===== src/logic/ssd_pkg.sv =====
// Shared constants for the serial latched sink driver.
// Assumes a single 125 MHz system clock; all pins are sampled synchronously.
package ssd_pkg;
  localparam int unsigned CHANNELS = 12;
  localparam logic [11:0] ZERO_WORD = 12'h000;
  localparam int unsigned CLOCK_PERIOD_NS = 8;
  // Minimum shift clock high or low time
  localparam int unsigned SHIFT_PULSE_NS = 30;
  localparam int unsigned SHIFT_PULSE_CYCLES = (SHIFT_PULSE_NS + CLOCK_PERIOD_NS - 1) / CLOCK_PERIOD_NS;
  localparam int unsigned LAST_STAGE = CHANNELS - 1;
  localparam int unsigned BUFFER_DEPTH = 2;
endpackage : ssd_pkg


===== src/logic/ssd_word_buffer.sv =====
// Two-entry valid/ready buffer carrying latched words to the output stage.
// Assumes the consumer may stall; the producer observes ready.
`timescale 1ns/1ns
`default_nettype none
module ssd_word_buffer (
  // Clocking
  input wire logic clock,
  input wire logic reset_n,
  input wire logic enable,
  input wire logic flush,
  // Fill side
  input wire logic inValid,
  output logic inReady,
  input wire logic [11:0] inData,
  // Drain side
  output logic outValid,
  input wire logic outReady,
  output logic [11:0] outData
);
  import ssd_pkg::*;

  logic [11:0] mem_q [BUFFER_DEPTH];
  logic rdPtr_q;
  logic wrPtr_q;
  logic [1:0] count_q;
  wire logic doWrite = inValid && inReady;
  wire logic doRead = outValid && outReady;

  assign inReady = (count_q != 2'h2);
  assign outValid = (count_q != 2'h0);
  assign outData = mem_q[rdPtr_q];

  always_ff @(posedge clock) begin
    if (!reset_n || (enable && flush)) begin
      rdPtr_q <= 1'b0;
      wrPtr_q <= 1'b0;
      count_q <= 2'h0;
    end else if (enable) begin
      if (doWrite) begin
        wrPtr_q <= ~wrPtr_q;
      end
      if (doRead) begin
        rdPtr_q <= ~rdPtr_q;
      end
      count_q <= count_q + {1'b0, doWrite} - {1'b0, doRead};
    end
  end

  always_ff @(posedge clock) begin
    if (!reset_n) begin
      mem_q[0] <= ZERO_WORD;
      mem_q[1] <= ZERO_WORD;
    end else if (enable && doWrite) begin
      mem_q[wrPtr_q] <= inData;
    end
  end
endmodule : ssd_word_buffer
`default_nettype wire


===== src/logic/ssd_sink_driver.sv =====
// Serial-in parallel-out latched sink driver core (12 channels).
// Assumes shift and latch clocks arrive as synchronous pin levels at 125 MHz.
`timescale 1ns/1ns
`default_nettype none
module ssd_sink_driver (
  // System
  input wire logic clock,
  input wire logic reset_n,
  input wire logic clockEnable,
  // Serial pins
  input wire logic shift_clock,
  input wire logic shift_data_input,
  input wire logic latch_clock,
  output logic cascade_data_output,
  // Control pins
  input wire logic clear_n,
  input wire logic outputEnable_n,
  input wire logic thermalTrip,
  // Open-drain sinks: enable high pulls the pin low
  output logic [ssd_pkg::CHANNELS-1:0] sink_outputs,
  output logic [ssd_pkg::CHANNELS-1:0] sinkOutValue
);
  import ssd_pkg::*;

  typedef enum logic [1:0] {
    SSD_IDLE = 2'b00,
    SSD_SHIFTING = 2'b01,
    SSD_LATCHED = 2'b11
  } ssd_phase_e;

  logic shiftPrev_q;
  logic latchPrev_q;
  logic [11:0] shift_q;
  logic [11:0] storage_q;
  logic [11:0] outBuf_q;
  logic [11:0] sink_q;
  logic cascade_q;
  logic [3:0] bitCount_q;
  ssd_phase_e phase_q;
  logic [11:0] sinkLevel_q;

  wire logic shiftRise = shift_clock && !shiftPrev_q;
  wire logic shiftFall = !shift_clock && shiftPrev_q;
  wire logic latchRise = latch_clock && !latchPrev_q;
  wire logic [11:0] shiftNext = {shift_q[10:0], shift_data_input};
  wire logic [11:0] drainData;
  wire logic drainValid;
  wire logic bufReady;
  wire logic sinksAllowed = !outputEnable_n && !thermalTrip && clear_n;

  // Pin edges are seen in the cycle the new level is first sampled, so each pin level must last at least one system clock
  always_ff @(posedge clock) begin
    if (!reset_n) begin
      shiftPrev_q <= 1'b0;
      latchPrev_q <= 1'b0;
    end else if (clockEnable) begin
      shiftPrev_q <= shift_clock;
      latchPrev_q <= latch_clock;
    end
  end

  // Shift register: stage 0 takes the input, stage 11 feeds the cascade pin
  always_ff @(posedge clock) begin
    if (!reset_n || (clockEnable && !clear_n)) begin
      shift_q <= ZERO_WORD;
    end else if (clockEnable && shiftRise) begin
      shift_q <= shiftNext;
    end
  end

  // Cascade pin moves half a period late so a downstream part samples it stable
  always_ff @(posedge clock) begin
    if (!reset_n || (clockEnable && !clear_n)) begin
      cascade_q <= 1'b0;
    end else if (clockEnable && shiftFall) begin
      cascade_q <= shift_q[LAST_STAGE];
    end
  end
  assign cascade_data_output = cascade_q;

  // Output buffer copy goes through the word buffer so a stall never drops a latched word; storage_q loads straight from the stages
  ssd_word_buffer wordBuf (
    .clock(clock),
    .reset_n(reset_n),
    .enable(clockEnable),
    .flush(!clear_n),
    .inValid(latchRise && clear_n),
    .inReady(bufReady),
    .inData(shift_q),
    .outValid(drainValid),
    .outReady(clear_n),
    .outData(drainData)
  );

  always_ff @(posedge clock) begin
    if (!reset_n || (clockEnable && !clear_n)) begin
      storage_q <= ZERO_WORD;
      outBuf_q <= ZERO_WORD;
    end else if (clockEnable) begin
      if (latchRise && bufReady) begin
        storage_q <= shift_q;
      end
      if (drainValid) begin
        outBuf_q <= drainData;
      end
    end
  end

  // Sinks registered so every top output comes from a flop
  // Trip hysteresis belongs to the sensor; the sinks only follow the indication level
  always_ff @(posedge clock) begin
    if (!reset_n) begin
      sink_q <= ZERO_WORD;
    end else if (clockEnable) begin
      sink_q <= sinksAllowed ? outBuf_q : ZERO_WORD;
    end
  end
  assign sink_outputs = sink_q;

  // Open-drain pins only ever pull low, so the level register never leaves zero
  always_ff @(posedge clock) begin
    if (!reset_n) begin
      sinkLevel_q <= ZERO_WORD;
    end else if (clockEnable) begin
      sinkLevel_q <= ZERO_WORD;
    end
  end
  assign sinkOutValue = sinkLevel_q;

  // Frame tracking: counts bits since the last latch
  always_ff @(posedge clock) begin
    if (!reset_n || (clockEnable && !clear_n)) begin
      bitCount_q <= 4'h0;
      phase_q <= SSD_IDLE;
    end else if (clockEnable) begin
      case (phase_q)
        SSD_IDLE: begin
          if (shiftRise) begin
            phase_q <= SSD_SHIFTING;
            bitCount_q <= 4'h1;
          end
        end
        SSD_SHIFTING: begin
          if (latchRise) begin
            phase_q <= SSD_LATCHED;
          end else if (shiftRise && bitCount_q != 4'hF) begin
            bitCount_q <= bitCount_q + 4'h1;
          end
        end
        default: begin
          phase_q <= SSD_IDLE;
          bitCount_q <= 4'h0;
        end
      endcase
    end
  end
endmodule : ssd_sink_driver
`default_nettype wire


===== config.mk =====
export PLATFORM = sky130hd
export DESIGN_NAME = ssd_sink_driver
export DESIGN_NICKNAME = d
export VERILOG_FILES = /design/src/logic/ssd_pkg.sv /design/src/logic/ssd_word_buffer.sv /design/src/logic/ssd_sink_driver.sv
export SDC_FILE = /design/constraint.sdc
export NUM_CORES = 1
export LEC_CHECK = 0
export BUFFER_PORTS_ARGS = -buffer_cell sky130_fd_sc_hd__buf_2
export CAP_MARGIN = 20
export CORE_ASPECT_RATIO = 0.9
export CORE_MARGIN = 4
export CORE_UTILIZATION = 52
export DETAILED_ROUTE_END_ITERATION = 8
export PLACE_DENSITY = 0.75
export RECOVER_POWER = 25
export SETUP_SLACK_MARGIN = 0.5
export SYNTH_ARGS = -nofsm -noshare
export SYNTH_HDL_FRONTEND = slang
export SYNTH_SLANG_ARGS = --single-unit

===== constraint.sdc =====
create_clock -name clock -period 1.75 [get_ports clock]
set_input_delay 0.2625 -clock clock [delete_from_list [all_inputs] [get_ports clock]]
set_output_delay 0.2625 -clock clock [all_outputs]
set_load 0.005 [all_outputs]

==> impl_metrics.yaml <==
die:
  die_h_um: 78.21
  fp.dieW_um: 86.01
  dieArea_sq_mm: 0.006726
  initial_core_util: 0.5387
  core-area_sq_mm: 0.005286
  ios: 34
  row_count: 25
synthesis:
  synth_xor_area_frac: 0.006151
  synth_top_area_cell: "dfxtp_1"
  ys_ff_latch: 67
  synth-simple-area-share: 0.1727
  ys.warnings.count: 0
  muxShareOfSynthArea: 0.1019
  syn_area_per_cell_sq_um: 11.72
  synth_area_sq_mm: 0.002848
  synth_top_family_by_area: "simple AND/OR/NAND/NOR gates"
  synth_compound_area_frac: 0.08963
  synth_fa_ha_area_frac: 0.008787
  seq_area_frac_synth: 0.5554
  syn_inst: 243
  synth_top_area_frac: 0.3023
  synth_area_leaders: "dfxtp_1, edfxtp_1, mux2i_1"
  yosysUniqueCellTypes: 34
sta:
  finalSetupViolations: 0
  fin_crit_ns: 1.612
  fin_skew_ns: 0.006280
  drv_slew: 0
  worst_pin_slew_ns: 0.5678
  fmax_mhz: 620.3
  setup_slack_ns: 0.1378
  relSlewSlack: 0.6215
  finalHoldViolCount: 0
  hold_ws_ns: 0.1618
  setup_tns_ns: 0
  finalCritPeriodShare: 0.9213
  rsz0062_at_grt: "true"
clock_tree:
  root_buffer: "clkbuf_8"
  clockBufferDepth: 2
  cts_sinks: 67
  h-tree-depth: 3
  insertion_delay_ns: 0.34
  numCtsBuffers: 9
  cts_tree: "done"
  clk_pin_slew_worst_paths_ns: 0.07
setup_path:
  crit_fanout: 6
  worst_setup_path_end_kind: "flop"
  critical_path_required_ns: 1.82
  r2r_start: "wordBuf.count_q[1]$_SDFFE_PP0P_"
  crit_arrival_ns: 1.68
  slowest_delay_ns: 0.41
  crit_chain: "nor2b_4, or3_4, o21ai_4, clkbuf_16"
  critPathLaunchType: "flop"
  crit_buf_inv: 1
  cp-startpoint: "wordBuf.count_q[1]$_SDFFE_PP0P_"
  worst_path_max_delay_cell: "or3_4"
  cp_top_family: "simple AND/OR/NAND/NOR gates"
  critPathKind: "reg -> reg"
routing:
  drcViolationCount: 0
  drt_first_pass_iters: 4
  wl_met1_mm: 2.285
  ant_nets: 0
  routed_via_density: 5.000
  top_layer: "met4"
  dr_total_vias: 1740
  postRouteWirelength_mm: 4.893
  routed-wl-met2_mm: 2.293
  wl_met3_um: 258
  initialDrtViolationCount: 73
  routedWlPerCell_um: 14.06
placement:
  place_ws_ns: 0.06792
  portBuffers: 21
  gp_congestion: 0.6660
  dp_hpwl_mm: 3.023
pwr:
  irDropWorstVdd_uv: 574.7
  p_per_area_mw_per_mm2: 934.5
  leakage_nw: 1.306
final_layout:
  diodes: 0
  final_common_cell: "dfxtp_1"
  num-nets-final: 287
  drive_gt1_frac: 0.2562
  final_cell_mix: "dfxtp_1, mux2i_1, nor2_1"
  areaGrowthSynthToFinish_pct: 17.18
grt:
  grt_max_degree: 28
  grtUsageTotal: 0.1477
  grt.overflow.total: 0
  grt_pass1_wl_mm: 7.728
  grt_pass1_vias: 1659
  grt_antenna_before_repair: 0
run:
  cap_violations: 0
hold_path:
  hold_class: "in -> reg"
  min-delay-start: "shift_data_input"
run_status:
  status: "complete, no violations"
[tightest hold or removal path, delay by kind of cell]
kind,cells,cell delay [ns]
buffers and inverters,1,0.08
AND/OR/NAND/NOR,1,0.07
multiplexers,1,0.05
[path summary, 6_finish.rpt]
| kind | endpoint | slack (ns) | cells past startpoint |
|---|---|---|---|
| worst max-delay path | wordBuf.mem_q[0][3]$_SDFFCE_PN0P_ | 0.14 | 4 |
| worst min register to register | outBuf_q[7]$_SDFFE_PP0P_ | 0.50 | 2 |
| worst min-delay path | shift_q[0]$_SDFFE_PP0P_ | 0.16 | 3 |
| worst max register to register | wordBuf.mem_q[0][3]$_SDFFCE_PN0P_ | 0.14 | 4 |
[flip-flops by register name, summed over array words and instances, names as in the netlist]
signal	flops
wordBuf.mem_q	24
outBuf_q	12
shift_q	12
sink_outputs	12
wordBuf.count_q	2
cascade_data_output	1
latchPrev_q	1
shiftPrev_q	1
wordBuf.rdPtr_q	1
wordBuf.wrPtr_q	1
[cells by family (layout without fill, tap and decap cells)]
logic type	count (synthesis)	count (layout)
buf+inv	30	57
other cells	1	12
compound gates	31	31
simple gates	81	81
xor+xnor	2	2
flops	67	67
fa+ha+maj	2	2
mux	29	29
[Yosys cell counts, drive strengths merged]
cell type and number:
dfxtp 43, mux2i 29, nor2 27, and2 24
buf 24, edfxtp 24, nor2b 15, a211oi 12
a22oi 12, inv 4, nand2 3, nand2b 3
nand3b 3, clkbuf 2, ha 2, nor4 2
o21a 2, o21ai 2, and4bb 1, conb 1
nand3 1, nor3b 1, o2111ai 1, o211ai 1
o31ai 1, or3 1, xnor2 1, xor2 1
[layout make-up]
class	instances	area, sq um
fillers	404	1949
flip-flops and latches	67	1593
multi-input cells	157	1182
repair buffers	37	270.3
clock buffers	9	123.9
well taps	67	83.83
clock inverters	7	68.82
inverters	4	15.01
[report_power, final]
| group | total, mW | internal, mW | switching, mW |
|---|---|---|---|
| clock network | 1.22 | 0.651 | 0.573 |
| logic | 0.226 | 0.0961 | 0.130 |
| registers | 1.67 | 1.65 | 0.0197 |
| total | 3.12 | 2.40 | 0.723 |
[per-layer routing]
layer,global-route usage,up-vias
li1,-,892
met1,0.1804,805
met2,0.2280,36
met3,0.06086,7
met4,0.06487,0
met5,0,-
[metrics by stage]
step	power [mW]	instances	utilization	cell area [sq um]
4_1_cts	3.150	343	0.6222	3289
5_1_grt	3.264	348	0.6312	3337
2_1_floorplan	1.878	254	-	2954
3_5_place_dp	1.904	321	0.5709	3018
3_3_place_gp	1.898	321	0.5709	3018
6_report	3.118	348	0.6312	3337
[timing repair]
item / CTS / global route
buffers inserted: 6 / 3
hold buffers: 0 / 0
endpoints found under the setup margin: 50 / 57
cloned: 0 / 2
resized for setup: 3 / 6
pin swaps: 7 / 2
No activity file was read; power rests on OpenSTA's default activity.
